===== src/hdl/fcq_pkg.sv =====
// Shared constants and carriers for the flash query/protect host controller.
// Assumes a single 100 MHz clock; the flash itself is asynchronous.
`default_nettype none
package fcq_pkg;
    localparam int FCQ_ADDR_W = 24;
    localparam int FCQ_CLK_NS = 10;
    // Bus cycle phase times and their cycle counts (least times, rounded up)
    localparam int FCQ_T_SETUP_NS = 20;
    localparam int FCQ_T_STROBE_NS = 70;
    localparam int FCQ_T_HOLD_NS = 30;
    localparam int FCQ_SETUP_CYC = (FCQ_T_SETUP_NS + FCQ_CLK_NS - 1) / FCQ_CLK_NS;
    localparam int FCQ_STROBE_CYC = (FCQ_T_STROBE_NS + FCQ_CLK_NS - 1) / FCQ_CLK_NS;
    localparam int FCQ_HOLD_CYC = (FCQ_T_HOLD_NS + FCQ_CLK_NS - 1) / FCQ_CLK_NS;
    localparam int FCQ_CNT_W = 4;
    // Command sequence addresses and codes
    localparam logic [15:0] FCQ_ADR_QRY_W = 16'h0055;
    localparam logic [15:0] FCQ_ADR_QRY_B = 16'h00AA;
    localparam logic [15:0] FCQ_ADR_UNL1_W = 16'h0555;
    localparam logic [15:0] FCQ_ADR_UNL1_B = 16'h0AAA;
    localparam logic [15:0] FCQ_ADR_UNL2_W = 16'h02AA;
    localparam logic [15:0] FCQ_ADR_UNL2_B = 16'h0555;
    localparam logic [15:0] FCQ_CMD_QUERY = 16'h0098;
    localparam logic [15:0] FCQ_CMD_RESET = 16'h00F0;
    localparam logic [15:0] FCQ_CMD_UNL1 = 16'h00AA;
    localparam logic [15:0] FCQ_CMD_UNL2 = 16'h0055;
    localparam logic [15:0] FCQ_CMD_PERS = 16'h0050;
    localparam logic [15:0] FCQ_CMD_DYN = 16'h00E0;
    localparam logic [15:0] FCQ_CMD_EXIT1 = 16'h0090;
    localparam logic [15:0] FCQ_CMD_EXIT2 = 16'h0000;
    localparam logic [7:0] FCQ_PROT_LOCKED = 8'h00;
    // Query locations (word addresses) and expected values
    localparam logic [7:0] FCQ_LOC_FIRST = 8'h10;
    localparam logic [7:0] FCQ_LOC_LAST = 8'h26;
    localparam logic [7:0] FCQ_LOC_ALT_FIRST = 8'h17;
    localparam logic [7:0] FCQ_LOC_ALT_LAST = 8'h1A;
    localparam logic [15:0] FCQ_Q_SIG0 = 16'h0051;
    localparam logic [15:0] FCQ_Q_SIG1 = 16'h0052;
    localparam logic [15:0] FCQ_Q_SIG2 = 16'h0059;
    localparam logic [15:0] FCQ_Q_EXT_PTR = 16'h0040;
    localparam logic [15:0] FCQ_Q_VCC_MIN = 16'h0027;
    localparam logic [15:0] FCQ_Q_VCC_MAX = 16'h0036;
    localparam logic [15:0] FCQ_Q_TYP_WR = 16'h0003;
    localparam logic [15:0] FCQ_Q_TYP_BUF = 16'h0006;
    localparam logic [15:0] FCQ_Q_TYP_BLK = 16'h0009;
    localparam logic [15:0] FCQ_Q_TYP_CHIP = 16'h0013;
    localparam logic [15:0] FCQ_Q_MAX_WR = 16'h0003;
    localparam logic [15:0] FCQ_Q_MAX_BUF = 16'h0005;
    localparam logic [15:0] FCQ_Q_MAX_BLK = 16'h0003;
    localparam logic [15:0] FCQ_Q_ZERO = 16'h0000;

    typedef enum logic [2:0] {
        FCQ_OP_READ = 3'b000,
        FCQ_OP_CFI_ENTER = 3'b001,
        FCQ_OP_CFI_EXIT = 3'b010,
        FCQ_OP_PROT_PERS = 3'b011,
        FCQ_OP_PROT_DYN = 3'b100,
        FCQ_OP_PROT_EXIT = 3'b101,
        FCQ_OP_PROT_STATUS = 3'b110,
        FCQ_OP_UNDEF = 3'b111
    } fcq_op_t;

    typedef enum logic [1:0] {
        FCQ_MODE_ARRAY = 2'b00,
        FCQ_MODE_QUERY = 2'b01,
        FCQ_MODE_PERS = 2'b10,
        FCQ_MODE_DYN = 2'b11
    } fcq_mode_t;

    typedef struct packed {
        fcq_op_t op;
        logic [FCQ_ADDR_W-1:0] addr;
    } fcq_req_t;

    typedef struct packed {
        logic [15:0] data;
        logic hi_clear;
        logic known;
        logic match;
        logic protected_sec;
    } fcq_rsp_t;

    typedef struct packed {
        logic ce_n;
        logic oe_n;
        logic we_n;
    } fcq_pins_t;

    typedef struct packed {
        logic rd;
        logic last;
        logic [15:0] data;
        logic [FCQ_ADDR_W-1:0] addr;
    } fcq_step_t;
endpackage
`default_nettype wire


===== src/hdl/fcq_bus_cycle.sv =====
// One asynchronous flash bus cycle (write or read) with timed phases.
// Assumes i_dq comes straight from the pins; it is synchronised here.
`default_nettype none
module fcq_bus_cycle
    import fcq_pkg::*;
(
    input wire logic i_clk,
    input wire logic i_arst_n,
    input wire logic i_start,
    input wire logic i_write,
    input wire logic [FCQ_ADDR_W-1:0] i_addr,
    input wire logic [15:0] i_wdata,
    input wire logic [15:0] i_dq,
    output logic o_done,
    output logic [15:0] o_rdata,
    output logic [FCQ_ADDR_W-1:0] o_addr,
    output logic [15:0] o_dq,
    output logic o_dq_oe_n,
    output fcq_pins_t o_pins
);
    typedef enum logic [1:0] {
        FCQ_BC_IDLE = 2'b00,
        FCQ_BC_SETUP = 2'b01,
        FCQ_BC_STROBE = 2'b10,
        FCQ_BC_HOLD = 2'b11
    } fcq_bc_state_t;

    initial begin
        if (FCQ_SETUP_CYC < 1 || FCQ_STROBE_CYC < 1 || FCQ_HOLD_CYC < 1 ||
            FCQ_STROBE_CYC >= (1 << FCQ_CNT_W)) begin
            $error("fcq_bus_cycle: phase counts out of range");
        end
    end

    localparam logic [FCQ_CNT_W-1:0] SETUP_LD = FCQ_CNT_W'(FCQ_SETUP_CYC - 1);
    localparam logic [FCQ_CNT_W-1:0] STROBE_LD = FCQ_CNT_W'(FCQ_STROBE_CYC - 1);
    localparam logic [FCQ_CNT_W-1:0] HOLD_LD = FCQ_CNT_W'(FCQ_HOLD_CYC - 1);

    fcq_bc_state_t state_q;
    logic [FCQ_CNT_W-1:0] cnt_q;
    logic wr_q;
    logic [15:0] s1_q, s2_q, s3_q;
    wire cnt_zero = (cnt_q == '0);
    // Read data counts only once the last two sync stages agree
    wire rd_stable = (s2_q == s3_q);

    always_ff @(posedge i_clk or negedge i_arst_n) begin
        if (!i_arst_n) begin
            s1_q <= 16'h0000;
            s2_q <= 16'h0000;
            s3_q <= 16'h0000;
        end else begin
            s1_q <= i_dq;
            s2_q <= s1_q;
            s3_q <= s2_q;
        end
    end

    always_ff @(posedge i_clk or negedge i_arst_n) begin
        if (!i_arst_n) begin
            state_q <= FCQ_BC_IDLE;
            cnt_q <= '0;
            wr_q <= 1'b0;
            o_done <= 1'b0;
            o_rdata <= 16'h0000;
            o_addr <= '0;
            o_dq <= 16'h0000;
            o_dq_oe_n <= 1'b1;
            o_pins <= '{ce_n: 1'b1, oe_n: 1'b1, we_n: 1'b1};
        end else begin
            o_done <= 1'b0;
            if (!cnt_zero) begin
                cnt_q <= cnt_q - 1'b1;
            end
            case (state_q)
                FCQ_BC_IDLE: begin
                    if (i_start) begin
                        wr_q <= i_write;
                        o_addr <= i_addr;
                        o_dq <= i_wdata;
                        o_dq_oe_n <= !i_write;
                        o_pins.ce_n <= 1'b0;
                        cnt_q <= SETUP_LD;
                        state_q <= FCQ_BC_SETUP;
                    end
                end
                FCQ_BC_SETUP: begin
                    if (cnt_zero) begin
                        o_pins.we_n <= !wr_q;
                        o_pins.oe_n <= wr_q;
                        cnt_q <= STROBE_LD;
                        state_q <= FCQ_BC_STROBE;
                    end
                end
                FCQ_BC_STROBE: begin
                    if (cnt_zero) begin
                        // Write data latches on the rising write strobe
                        o_pins.we_n <= 1'b1;
                        cnt_q <= HOLD_LD;
                        state_q <= FCQ_BC_HOLD;
                    end
                end
                FCQ_BC_HOLD: begin
                    if (cnt_zero && (wr_q || rd_stable)) begin
                        o_rdata <= s3_q;
                        o_done <= 1'b1;
                        o_dq_oe_n <= 1'b1;
                        o_pins <= '{ce_n: 1'b1, oe_n: 1'b1, we_n: 1'b1};
                        state_q <= FCQ_BC_IDLE;
                    end
                end
                default: begin
                    state_q <= FCQ_BC_IDLE;
                end
            endcase
        end
    end
endmodule
`default_nettype wire


===== src/hdl/fcq_host.sv =====
// Host controller that drives query and protection command sequences
// into an asynchronous parallel NOR flash and checks what comes back.
// Assumes the flash pins are wired directly; no other master on the bus.
//
// Behaviour
// Query entry: 98h to 55h/AAh
// Reset command leaves query mode
// Query data only on low lines
// Locations 10h-12h give the signature
// Byte address is twice word address
// 13h-14h command set id, 14h zero
// 15h-16h extended table pointer 0040/0000
// 17h-1Ah all read zero
// 1Bh/1Ch core supply 0027/0036
// 1Dh/1Eh read zero
// 1Fh-22h typical time exponents
// 23h-26h maximum time multipliers
// Protection status 00 protected, 01 not
// Never issue undefined command codes
// Undefined query locations are reserved
// Protect sets: unlock+50/E0, exit 90,00
`default_nettype none
module fcq_host
    import fcq_pkg::*;
#(
    parameter logic [15:0] CMDSET_ID = 16'h0007, // Arbitrary value
    parameter logic [15:0] CHIP_MULT_EXP = 16'h0000
) (
    input wire logic i_clk,
    input wire logic i_arst_n,
    input wire logic i_byte_mode,
    input wire logic i_req_valid,
    input wire fcq_req_t i_req,
    output logic o_req_ready,
    output logic o_rejected,
    output logic o_rsp_valid,
    output fcq_rsp_t o_rsp,
    output fcq_mode_t o_mode,
    input wire logic [15:0] i_dq,
    output logic [15:0] o_dq,
    output logic o_dq_oe_n,
    output logic [FCQ_ADDR_W-1:0] o_addr,
    output fcq_pins_t o_pins
);
    initial begin
        if (CMDSET_ID[15:8] != 8'h00 || CHIP_MULT_EXP[15:8] != 8'h00) begin
            $error("fcq_host: query values must fit the low data lines");
        end
    end

    typedef enum logic [1:0] {
        FCQ_M_IDLE = 2'b00,
        FCQ_M_ISSUE = 2'b01,
        FCQ_M_WAIT = 2'b10
    } fcq_m_state_t;

    fcq_m_state_t state_q;
    fcq_mode_t mode_q;
    fcq_op_t op_q;
    logic [FCQ_ADDR_W-1:0] req_addr_q;
    logic [1:0] idx_q;
    logic byte_q;
    logic bc_done;
    logic [15:0] bc_rdata;

    // Sequence step for the current op and index
    function automatic fcq_step_t seq_step(input fcq_op_t op, input logic [1:0] idx,
                                           input logic bm, input fcq_mode_t md,
                                           input logic [FCQ_ADDR_W-1:0] a);
        fcq_step_t s;
        logic [15:0] unl1;
        logic [15:0] unl2;
        s = '{rd: 1'b0, last: 1'b1, data: 16'h0000, addr: '0};
        unl1 = bm ? FCQ_ADR_UNL1_B : FCQ_ADR_UNL1_W;
        unl2 = bm ? FCQ_ADR_UNL2_B : FCQ_ADR_UNL2_W;
        case (op)
            FCQ_OP_READ: begin
                s.rd = 1'b1;
                s.addr = (md == FCQ_MODE_QUERY && bm) ? (a << 1) : a;
            end
            FCQ_OP_CFI_ENTER: begin
                s.addr = FCQ_ADDR_W'(bm ? FCQ_ADR_QRY_B : FCQ_ADR_QRY_W);
                s.data = FCQ_CMD_QUERY;
            end
            FCQ_OP_CFI_EXIT: begin
                s.data = FCQ_CMD_RESET;
            end
            FCQ_OP_PROT_PERS, FCQ_OP_PROT_DYN: begin
                s.last = (idx == 2'd2);
                case (idx)
                    2'd0: begin
                        s.addr = FCQ_ADDR_W'(unl1);
                        s.data = FCQ_CMD_UNL1;
                    end
                    2'd1: begin
                        s.addr = FCQ_ADDR_W'(unl2);
                        s.data = FCQ_CMD_UNL2;
                    end
                    default: begin
                        s.addr = FCQ_ADDR_W'(unl1);
                        s.data = (op == FCQ_OP_PROT_PERS) ? FCQ_CMD_PERS : FCQ_CMD_DYN;
                    end
                endcase
            end
            FCQ_OP_PROT_EXIT: begin
                s.last = (idx == 2'd1);
                s.data = (idx == 2'd0) ? FCQ_CMD_EXIT1 : FCQ_CMD_EXIT2;
            end
            FCQ_OP_PROT_STATUS: begin
                s.rd = 1'b1;
                s.addr = a;
            end
            default: begin
                s.last = 1'b1;
            end
        endcase
        return s;
    endfunction

    // Expected query contents: {known, value}; unknown means reserved
    function automatic logic [16:0] query_expect(input logic [7:0] loc);
        logic [16:0] e;
        e = {1'b1, FCQ_Q_ZERO};
        case (loc)
            8'h10: e[15:0] = FCQ_Q_SIG0;
            8'h11: e[15:0] = FCQ_Q_SIG1;
            8'h12: e[15:0] = FCQ_Q_SIG2;
            8'h13: e[15:0] = CMDSET_ID;
            8'h14: e[15:0] = FCQ_Q_ZERO;
            8'h15: e[15:0] = FCQ_Q_EXT_PTR;
            8'h16: e[15:0] = FCQ_Q_ZERO;
            8'h1B: e[15:0] = FCQ_Q_VCC_MIN;
            8'h1C: e[15:0] = FCQ_Q_VCC_MAX;
            8'h1D, 8'h1E: e[15:0] = FCQ_Q_ZERO;
            8'h1F: e[15:0] = FCQ_Q_TYP_WR;
            8'h20: e[15:0] = FCQ_Q_TYP_BUF;
            8'h21: e[15:0] = FCQ_Q_TYP_BLK;
            8'h22: e[15:0] = FCQ_Q_TYP_CHIP;
            8'h23: e[15:0] = FCQ_Q_MAX_WR;
            8'h24: e[15:0] = FCQ_Q_MAX_BUF;
            8'h25: e[15:0] = FCQ_Q_MAX_BLK;
            8'h26: e[15:0] = CHIP_MULT_EXP;
            default: begin
                // zero range; anything else is reserved
                e[16] = (loc >= FCQ_LOC_ALT_FIRST && loc <= FCQ_LOC_ALT_LAST);
            end
        endcase
        return e;
    endfunction

    // Legal ops per mode; undefined codes never reach the pins
    wire op_legal =
        (i_req.op == FCQ_OP_READ) ? (mode_q == FCQ_MODE_ARRAY || mode_q == FCQ_MODE_QUERY) :
        (i_req.op == FCQ_OP_CFI_ENTER) ? (mode_q == FCQ_MODE_ARRAY) :
        (i_req.op == FCQ_OP_CFI_EXIT) ? (mode_q == FCQ_MODE_QUERY) :
        (i_req.op == FCQ_OP_PROT_PERS || i_req.op == FCQ_OP_PROT_DYN) ?
            (mode_q == FCQ_MODE_ARRAY) :
        (i_req.op == FCQ_OP_PROT_EXIT || i_req.op == FCQ_OP_PROT_STATUS) ?
            (mode_q == FCQ_MODE_PERS || mode_q == FCQ_MODE_DYN) :
        1'b0;
    wire accept = i_req_valid && (state_q == FCQ_M_IDLE);
    wire fcq_step_t step = seq_step(op_q, idx_q, byte_q, mode_q, req_addr_q);
    wire step_done = (state_q == FCQ_M_WAIT) && bc_done;
    wire query_rd = (op_q == FCQ_OP_READ) && (mode_q == FCQ_MODE_QUERY);
    wire [16:0] q_exp = query_expect(req_addr_q[7:0]);
    wire loc_in_range = (req_addr_q[FCQ_ADDR_W-1:8] == '0) &&
                        (req_addr_q[7:0] >= FCQ_LOC_FIRST) && (req_addr_q[7:0] <= FCQ_LOC_LAST);
    // High lines are ignored in query mode; the device holds them at zero
    wire [15:0] rsp_data = query_rd ? {8'h00, bc_rdata[7:0]} : bc_rdata;
    wire rsp_known = query_rd && loc_in_range && q_exp[16];
    wire rsp_match = rsp_known && (bc_rdata[7:0] == q_exp[7:0]);
    wire rsp_prot = (op_q == FCQ_OP_PROT_STATUS) && (bc_rdata[7:0] == FCQ_PROT_LOCKED);
    fcq_mode_t mode_d;

    assign mode_d =
        (op_q == FCQ_OP_CFI_ENTER) ? FCQ_MODE_QUERY :
        (op_q == FCQ_OP_CFI_EXIT || op_q == FCQ_OP_PROT_EXIT) ? FCQ_MODE_ARRAY :
        (op_q == FCQ_OP_PROT_PERS) ? FCQ_MODE_PERS :
        (op_q == FCQ_OP_PROT_DYN) ? FCQ_MODE_DYN : mode_q;
    assign o_req_ready = (state_q == FCQ_M_IDLE);
    assign o_mode = mode_q;

    always_ff @(posedge i_clk or negedge i_arst_n) begin
        if (!i_arst_n) begin
            state_q <= FCQ_M_IDLE;
            mode_q <= FCQ_MODE_ARRAY;
            op_q <= FCQ_OP_READ;
            req_addr_q <= '0;
            idx_q <= 2'd0;
            byte_q <= 1'b0;
            o_rejected <= 1'b0;
            o_rsp_valid <= 1'b0;
            o_rsp <= '0;
        end else begin
            o_rejected <= accept && !op_legal;
            o_rsp_valid <= 1'b0;
            case (state_q)
                FCQ_M_IDLE: begin
                    if (accept && op_legal) begin
                        op_q <= i_req.op;
                        req_addr_q <= i_req.addr;
                        byte_q <= i_byte_mode;
                        idx_q <= 2'd0;
                        state_q <= FCQ_M_ISSUE;
                    end
                end
                FCQ_M_ISSUE: begin
                    state_q <= FCQ_M_WAIT;
                end
                FCQ_M_WAIT: begin
                    if (bc_done && step.last) begin
                        mode_q <= mode_d;
                        o_rsp_valid <= 1'b1;
                        o_rsp <= '{data: rsp_data, hi_clear: (bc_rdata[15:8] == 8'h00),
                                   known: rsp_known, match: rsp_match, protected_sec: rsp_prot};
                        state_q <= FCQ_M_IDLE;
                    end else if (bc_done) begin
                        idx_q <= idx_q + 2'd1;
                        state_q <= FCQ_M_ISSUE;
                    end
                end
                default: begin
                    state_q <= FCQ_M_IDLE;
                end
            endcase
        end
    end

    fcq_bus_cycle u_cycle (
        .i_clk(i_clk),
        .i_arst_n(i_arst_n),
        .i_start(state_q == FCQ_M_ISSUE),
        .i_write(!step.rd),
        .i_addr(step.addr),
        .i_wdata(step.data),
        .i_dq(i_dq),
        .o_done(bc_done),
        .o_rdata(bc_rdata),
        .o_addr(o_addr),
        .o_dq(o_dq),
        .o_dq_oe_n(o_dq_oe_n),
        .o_pins(o_pins)
    );

    a_query_entry_addr: assert property (@(posedge i_clk) disable iff (!i_arst_n)
        (state_q == FCQ_M_ISSUE && op_q == FCQ_OP_CFI_ENTER) |=>
        (o_addr == FCQ_ADDR_W'(byte_q ? FCQ_ADR_QRY_B : FCQ_ADR_QRY_W)) && o_dq == FCQ_CMD_QUERY)
        else $error("query entry cycle has wrong address or code");
    a_query_mode_set: assert property (@(posedge i_clk) disable iff (!i_arst_n)
        (step_done && op_q == FCQ_OP_CFI_ENTER) |=> (mode_q == FCQ_MODE_QUERY))
        else $error("query mode not entered after entry command");
    a_reset_exit: assert property (@(posedge i_clk) disable iff (!i_arst_n)
        (state_q == FCQ_M_ISSUE && op_q == FCQ_OP_CFI_EXIT) |=>
        (o_dq == FCQ_CMD_RESET && !o_dq_oe_n) ##[1:20] (mode_q == FCQ_MODE_ARRAY))
        else $error("query exit did not send reset or return to array mode");
    a_hi_lines_masked: assert property (@(posedge i_clk) disable iff (!i_arst_n)
        (step_done && query_rd) |=> (o_rsp_valid && o_rsp.data[15:8] == 8'h00))
        else $error("query response carries high data lines");
    a_byte_addr_double: assert property (@(posedge i_clk) disable iff (!i_arst_n)
        (state_q == FCQ_M_ISSUE && query_rd && byte_q) |=>
        (o_addr == FCQ_ADDR_W'(req_addr_q << 1)) && !o_pins.ce_n)
        else $error("byte mode query address is not doubled");
    a_prot_status_code: assert property (@(posedge i_clk) disable iff (!i_arst_n)
        (step_done && op_q == FCQ_OP_PROT_STATUS) |=>
        (o_rsp.protected_sec == ($past(bc_rdata[7:0]) == FCQ_PROT_LOCKED)))
        else $error("protection status decoded wrongly");
    a_undef_refused: assert property (@(posedge i_clk) disable iff (!i_arst_n)
        (accept && i_req.op == FCQ_OP_UNDEF) |=> (o_rejected && state_q == FCQ_M_IDLE))
        else $error("undefined op was not refused");
    a_reserved_unknown: assert property (@(posedge i_clk) disable iff (!i_arst_n)
        (step_done && query_rd && !loc_in_range) |=> (o_rsp_valid && !o_rsp.known))
        else $error("reserved query location reported as known");
    a_signature_match: assert property (@(posedge i_clk) disable iff (!i_arst_n)
        (step_done && query_rd && req_addr_q == FCQ_ADDR_W'(8'h10) &&
         bc_rdata[7:0] == FCQ_Q_SIG0[7:0]) |=> (o_rsp.match && o_rsp.known))
        else $error("signature character not matched");
    a_prot_exit_pair: assert property (@(posedge i_clk) disable iff (!i_arst_n)
        (state_q == FCQ_M_ISSUE && op_q == FCQ_OP_PROT_EXIT && idx_q == 2'd1) |=>
        (o_dq == FCQ_CMD_EXIT2) ##[1:20] (mode_q == FCQ_MODE_ARRAY))
        else $error("protection exit second cycle wrong");
endmodule
`default_nettype wire


===== config.mk =====
export PLATFORM = sky130hd
export DESIGN_NAME = fcq_host
export DESIGN_NICKNAME = d
export VERILOG_FILES = /design/src/hdl/fcq_pkg.sv /design/src/hdl/fcq_bus_cycle.sv /design/src/hdl/fcq_host.sv
export SDC_FILE = /design/constraint.sdc
export NUM_CORES = 1
export LEC_CHECK = 0
export BUFFER_PORTS_ARGS = -buffer_cell sky130_fd_sc_hd__buf_2
export CAP_MARGIN = 20
export CORE_ASPECT_RATIO = 1.75
export CORE_MARGIN = 1.5
export CORE_UTILIZATION = 24
export DETAILED_ROUTE_END_ITERATION = 10
export PLACE_DENSITY = 0.5
export SETUP_SLACK_MARGIN = 0.3
export SYNTH_ARGS = -nofsm -noshare
export SYNTH_HDL_FRONTEND = slang
export SYNTH_HIERARCHICAL = 1
export SYNTH_SLANG_ARGS = --single-unit

===== constraint.sdc =====
create_clock -name i_clk -period 3.45 [get_ports i_clk]
set_input_delay 0.5175 -clock i_clk [delete_from_list [all_inputs] [get_ports i_clk]]
set_output_delay 0.5175 -clock i_clk [all_outputs]
set_load 0.01 [all_outputs]

* Word level (Yosys, flattened, before mapping)
Index checks and enable logic that the tools add are counted.
** Storage, ports and cells
- Input port bits :: 47
- Register bits after elaboration :: 172
** Cells by class
- Muxes and demuxes :: 55
- Order comparisons :: 4
- Add/sub/neg operators :: 2
- Reductions and logical operators :: 53
- Equal/unequal tests :: 51
** Operators with widths (number)
- == test 8 x 5 -> 1 bit, second input constant :: 12
- case mux 24 bit (4 select lines) :: 1
- case mux 7 bit (12 select lines) :: 1
- case mux 16 bit (4 select lines) :: 1
- case mux 32 bit (2 select lines) :: 1
- == test 8 x 6 -> 1 bit, second input constant :: 7
- two-way mux 2 bit :: 15
- two-way mux 24 bit :: 1
- two-way mux 8 bit :: 3
- OR reduction 19 bit :: 1
- == test 3 bit, second input constant :: 6
- == test 16 bit :: 1
- >= comparator 8 x 5 -> 1 bit, second input constant :: 2
- logical NOT 16 bit :: 1
- logical NOT 8 bit :: 2
- two-way mux 16 bit :: 1
- two-way mux 4 bit :: 4
- two-way mux 1 bit :: 15
- logical AND 1 bit :: 14
- == test 2 bit, second input constant :: 6
- == test 3 x 2 -> 1 bit, second input constant :: 4
- two-way mux 12 bit :: 1
- != test 2 x 1 -> 1 bit, second input constant :: 6
- case mux 4 bit (3 select lines) :: 1
- other kinds (29) :: 58

* Logic depth before layout (Yosys ltp)
- Depth after elaboration :: 10
- Gate-level depth with buffers :: 9
- Gate-level depth less buffers :: 9

* Hierarchy
Netlist, hierarchy kept.
** Modules (own cells, without submodules)
- fcq_bus_cycle :: cells each 271, seq. area each 2907.8 µm², times used 1, area each 4249.1 µm²
- fcq_host :: cells each 351, seq. area each 1401.3 µm², times used 1, area each 3333.2 µm²

* Least setup slack after synthesis
OpenSTA, ideal clock, no wires.
- Path kind :: reg2reg
- From :: register req_addr_q[6]
- To :: register o_rsp[1] (netlist name)
- Period minus slack after synthesis :: 2.238 ns
- Slack :: 1.212 ns
- Arrival :: 2.170 ns
- Cell stages (with the launch flop) :: 8
- Data required time :: 3.382 ns
- Path through :: dfrtp_1 -> buf_6 -> or4b_4 -> a2111oi_2 -> xor2_1 -> or3_1 -> nor4_1 -> a32o_1
** Between the ends
- Cells in the longest elaborated chain, start to end :: 6
- Elaborated cells between the ends (all ways) :: 34
- Classes of those cells :: order compare: 4; eq/ne: 20; mux: 2; reduce/logical: 8
** Ends and longest elaborated chain
- start, declared :: line fcq_host.sv:60 : logic [FCQ_ADDR_W-1:0] req_addr_q;
- start signal, assigned :: line fcq_host.sv:201 : req_addr_q <= i_req.addr;
- branches (longest 5 deep; another with case mux 7 bit (12 select lines))
- logical AND 1 bit * :: line fcq_host.sv:171 : wire rsp_match = rsp_known && (bc_rdata[7:0] == q_exp[7:0]);
- end signal, assigned :: line fcq_host.sv:214 : o_rsp <= '{data: rsp_data, hi_clear: (bc_rdata[15:8] == 8'h00),
- end, declared :: line fcq_host.sv:37 : output fcq_rsp_t o_rsp,
Mark *: on every way between the ends.
A chain may end at the register's enable or synchronous reset.

* Final worst setup path
- From :: register op_q[1]
- To :: register o_rsp[1] (netlist name)
** Between the ends
- Cells in the longest elaborated chain, start to end :: 5
- Elaborated cells between the ends (all ways) :: 12
- Classes of those cells :: eq/ne: 3; mux: 1; reduce/logical: 8
** Ends and longest elaborated chain
- start, declared :: line fcq_host.sv:59 : fcq_op_t op_q;
- start signal, assigned :: line fcq_host.sv:200 : op_q <= i_req.op;
- == test 3 x 2 -> 1 bit (tied with other cells) :: line fcq_host.sv:76 : case (op)
- OR reduction 2 bit or logical AND 1 bit (tied branches) :: line fcq_host.sv:76, fcq_host.sv:164
- case mux 1 bit (2 select lines) or logical AND 1 bit (tied branches) :: line fcq_host.sv:76, fcq_host.sv:170
- logical AND 1 bit (on tied branches) :: line fcq_host.sv:211, fcq_host.sv:170
- AND reduction 2 bit (no line) or logical AND 1 bit (tied branches)
Parallel ways exist; a longest one is shown, timed or not.

==> flow_metrics.py <==
metrics = {
    "logic_synthesis": {
        "synth.largest_area_cell": "dfrtp_1",
        "ys_seq_elements": 172,
        "synth_edf_count": 0,
        "yosys-top-cells-area": "dfrtp_1 (55%), mux2_2 (11%), nand2_1 (3.5%), xnor2_1 (2.4%), ha_1 (1.7%)",
        "synth.distinct_cells": 68,
        "synth_area_um2": 7582,
        "synth_area_per_cell_um2": 12.19,
        "synth-seq-area-share_pct": 56.83,
        "synth_top_area_share_pct": 55.45,
        "yosys_warnings": 6,
        "synth_cells": 622,
        "async_flop_share_pct": 100.0,
        "synth-main-ff-cell": "dfrtp_1",
    },
    "sta": {
        "finalSetupTns_ns": 0,
        "fin_ws_ns": 0.6981,
        "timing.final.crit_share_pct": 79.77,
        "fmax_ghz": 0.3634,
        "tightest_slew_ns": 0.7665,
        "setup_violations": 0,
        "drv_slew": 0,
        "clock_skew_ns": 0.01306,
        "final_hold_viol_count": 0,
        "slew_headroom_pct": 48.90,
        "rsz0062_at_grt": "no",
        "holdWs_ns": 0.04564,
        "period_needed_ns": 2.752,
    },
    "clock_network": {
        "numCtsBuffers": 17,
        "clk_path_buf_depth": 2,
        "cts_resized": 0,
        "ctsHoldBuffers": 0,
        "worstSkewPairLatency_ns": 0.44,
        "clk_pin_slew_ns": 0.07,
        "htree_num_levels": 4,
        "post_cts_buffers": 0,
        "root_buffer": "clkbuf_16",
        "tritoncts": "done",
        "clock-sinks": 172,
    },
    "floorplanning": {
        "rows": 85,
        "die_w_um": 137.4,
        "chipHeight_um": 238.1,
        "io_pins": 116,
        "die_area_um2": 32710,
        "start_util_pct": 24.50,
        "core_area_um2": 30950,
    },
    "finish": {
        "syn2layout_area_growth_pct": 22.01,
        "final_area_um2": 9251,
        "drive_gt1_share_pct": 34.88,
        "nFillCells": 3192,
        "layout_commonest_cell": "dfrtp_1",
        "nets": 798,
        "mostFrequentLayoutCells": "dfrtp_1 (168), buf_2 (114), mux2_2 (74), nand2_1 (70), nor2_1 (23)",
        "seqCellArea_um2": 4309,
        "multi_input_area_um2": 3092,
    },
    "power": {
        "finalPower_uw": 8269,
        "power_density_nw_per_um2": 893.8,
        "leakagePower_uw": 0.004187,
        "ir_drop_mv": 0.5744,
    },
    "drt": {
        "vias": 5168,
        "wl_per_cell_um": 17.04,
        "ant_nets": 0,
        "drc_errors": 0,
        "drt_first_pass_iters": 4,
        "drt_iter0_drc": 267,
        "totalWireLength_um": 19530,
        "viasPerCell": 4.510,
    },
    "worst_setup_path": {
        "cp-end-kind": "flip-flop",
        "crit_fanout": 16,
        "cp.required_ns": 3.83,
        "cp-start-kind": "flip-flop",
        "criticalPathCategory": "flip-flop to flip-flop",
        "worstPathArrival_ns": 3.13,
    },
    "placed_design": {
        "gp_congestion": 0.7775,
        "dp_worst_setup_slack_ns": 0.6810,
        "dpl-instance-area_um2": 8632,
        "hpwl_um": 14120,
        "numPortBuffers": 115,
    },
    "global_routing": {
        "grt_start_max_net_pins": 65,
        "first_global_vias": 5346,
        "antenna_found_initial": 1,
        "grt_usage_pct": 12.72,
        "grt_pass1_wl_um": 30940,
        "grt-ovfl-total": 0,
    },
    "min_path": {
        "hold_path_class": "primary input to asynchronous set/reset pin",
    },
    "flow_run": {
        "cap_violations": 0,
    },
    "run_status": {
        "outcome": "complete, no violations",
    },
}
-- critical path, cell delays in order, from the launching register on --
cell and delay [ns]:
dfrtp_1 0.58, nor2_1 0.43, nand3_1 0.44, a2111oi_0 0.58, nand2_1 0.15, nor4_1 0.32
a32o_1 0.20
-- sequential cells by signal, summed over array words and instances, names as in the netlist --
signal and flops:
u_cycle/s2_q 16, u_cycle/s3_q 16, u_cycle/state_q 2, o_rsp_valid 1, u_cycle/s1_q 16, u_cycle/o_rdata 16, o_rejected 1, u_cycle/cnt_q 4
u_cycle/o_pins 3, req_addr_q 24, u_cycle/o_done 1, u_cycle/wr_q 1, u_cycle/o_dq_oe_n 1, idx_q 2, byte_q 1, state_q 2
u_cycle/o_dq 16, o_mode 2, op_q 3, o_rsp 20, u_cycle/o_addr 24
-- layer usage --
metal	vias up	global-route usage, %	wire length [um]
met5	-	0	0
met4	0	5.455	399
met3	20	2.316	625
met2	94	22.37	10580
met1	2586	14.93	7924
li1	2468	-	-
-- layout make-up --
class,count,area share [%]
antenna,1,0.02705
clock buffer,17,4.598
clock inverter,15,2.069
inverter,18,0.7303
multi-input combinational,408,33.42
sequential,172,46.58
tap,391,5.288
timing repair buffer,124,7.290
-- per-stage QoR --
step           std cells  utilization [%]
2_1_floorplan        629                -
3_3_place_gp        1113            27.89
3_5_place_dp        1113            27.89
4_1_cts             1145            29.88
5_1_grt             1146            29.89
6_report            1146            29.89
-- where the power goes --
part	total [uW]	leakage [uW]	internal (uW)	switching (uW)
Clock	2000	0.000300	1050	944
Sequential	3470	0.00209	2690	779
Combinational	2800	0.00179	1380	1420
-- cell families (layout without fill, tap and decap cells) --
group                      Yosys count  count (layout)  share of synthesized area (%)
and+or+nand+nor                    171             171                          11.68
muxes                               87              87                          13.33
buffers and inverters               49             174                          2.904
xor gates and xnor gates            24              24                          2.772
adders and majority gates           10              10                          1.650
DFF                                172             172                          56.83
other                                1               9                        0.04946
AOI/OAI and AO/OA                  108             108                          10.78
-- synthesized netlist by cell type (5+ instances only) --
cell type and instances:
clkbuf_1 19, inv_1 16, nor2b_1 7, dfrtp_1 168, ha_1 10, mux2i_1 5
xnor2_1 21, a21oi_1 22, nor3_1 9, o22ai_1 7, buf_1 5, nand2_1 71
nand3_1 15, nor2_1 23, mux2_2 74, a22o_1 12, nor4_1 11, o21ai_0 20
a221o_1 10, mux2_4 7
-- final timing paths --
kind / start / end / slack, ns / cells after the start
worst max register to register: op_q[1]$_DFFE_PN0P_ / o_rsp[1]$_DFFE_PN0P_ / 0.70 / 6
min in group i_clk: i_dq[15] / u_cycle/s1_q[15]$_DFF_PN0_ / 0.17 / 1
worst max-delay path: op_q[1]$_DFFE_PN0P_ / o_rsp[1]$_DFFE_PN0P_ / 0.70 / 6
worst min-delay path: i_arst_n / u_cycle/o_dq[14]$_DFFE_PN0P_ / 0.05 / 1
max in group asynchronous: i_arst_n / u_cycle/o_pins[0]$_DFFE_PN1P_ / 2.56 / 2
worst min register to register: u_cycle/s1_q[0]$_DFF_PN0_ / u_cycle/s2_q[0]$_DFF_PN0_ / 0.35 / 0
Note: power is estimated with default switching activity, not from simulation.
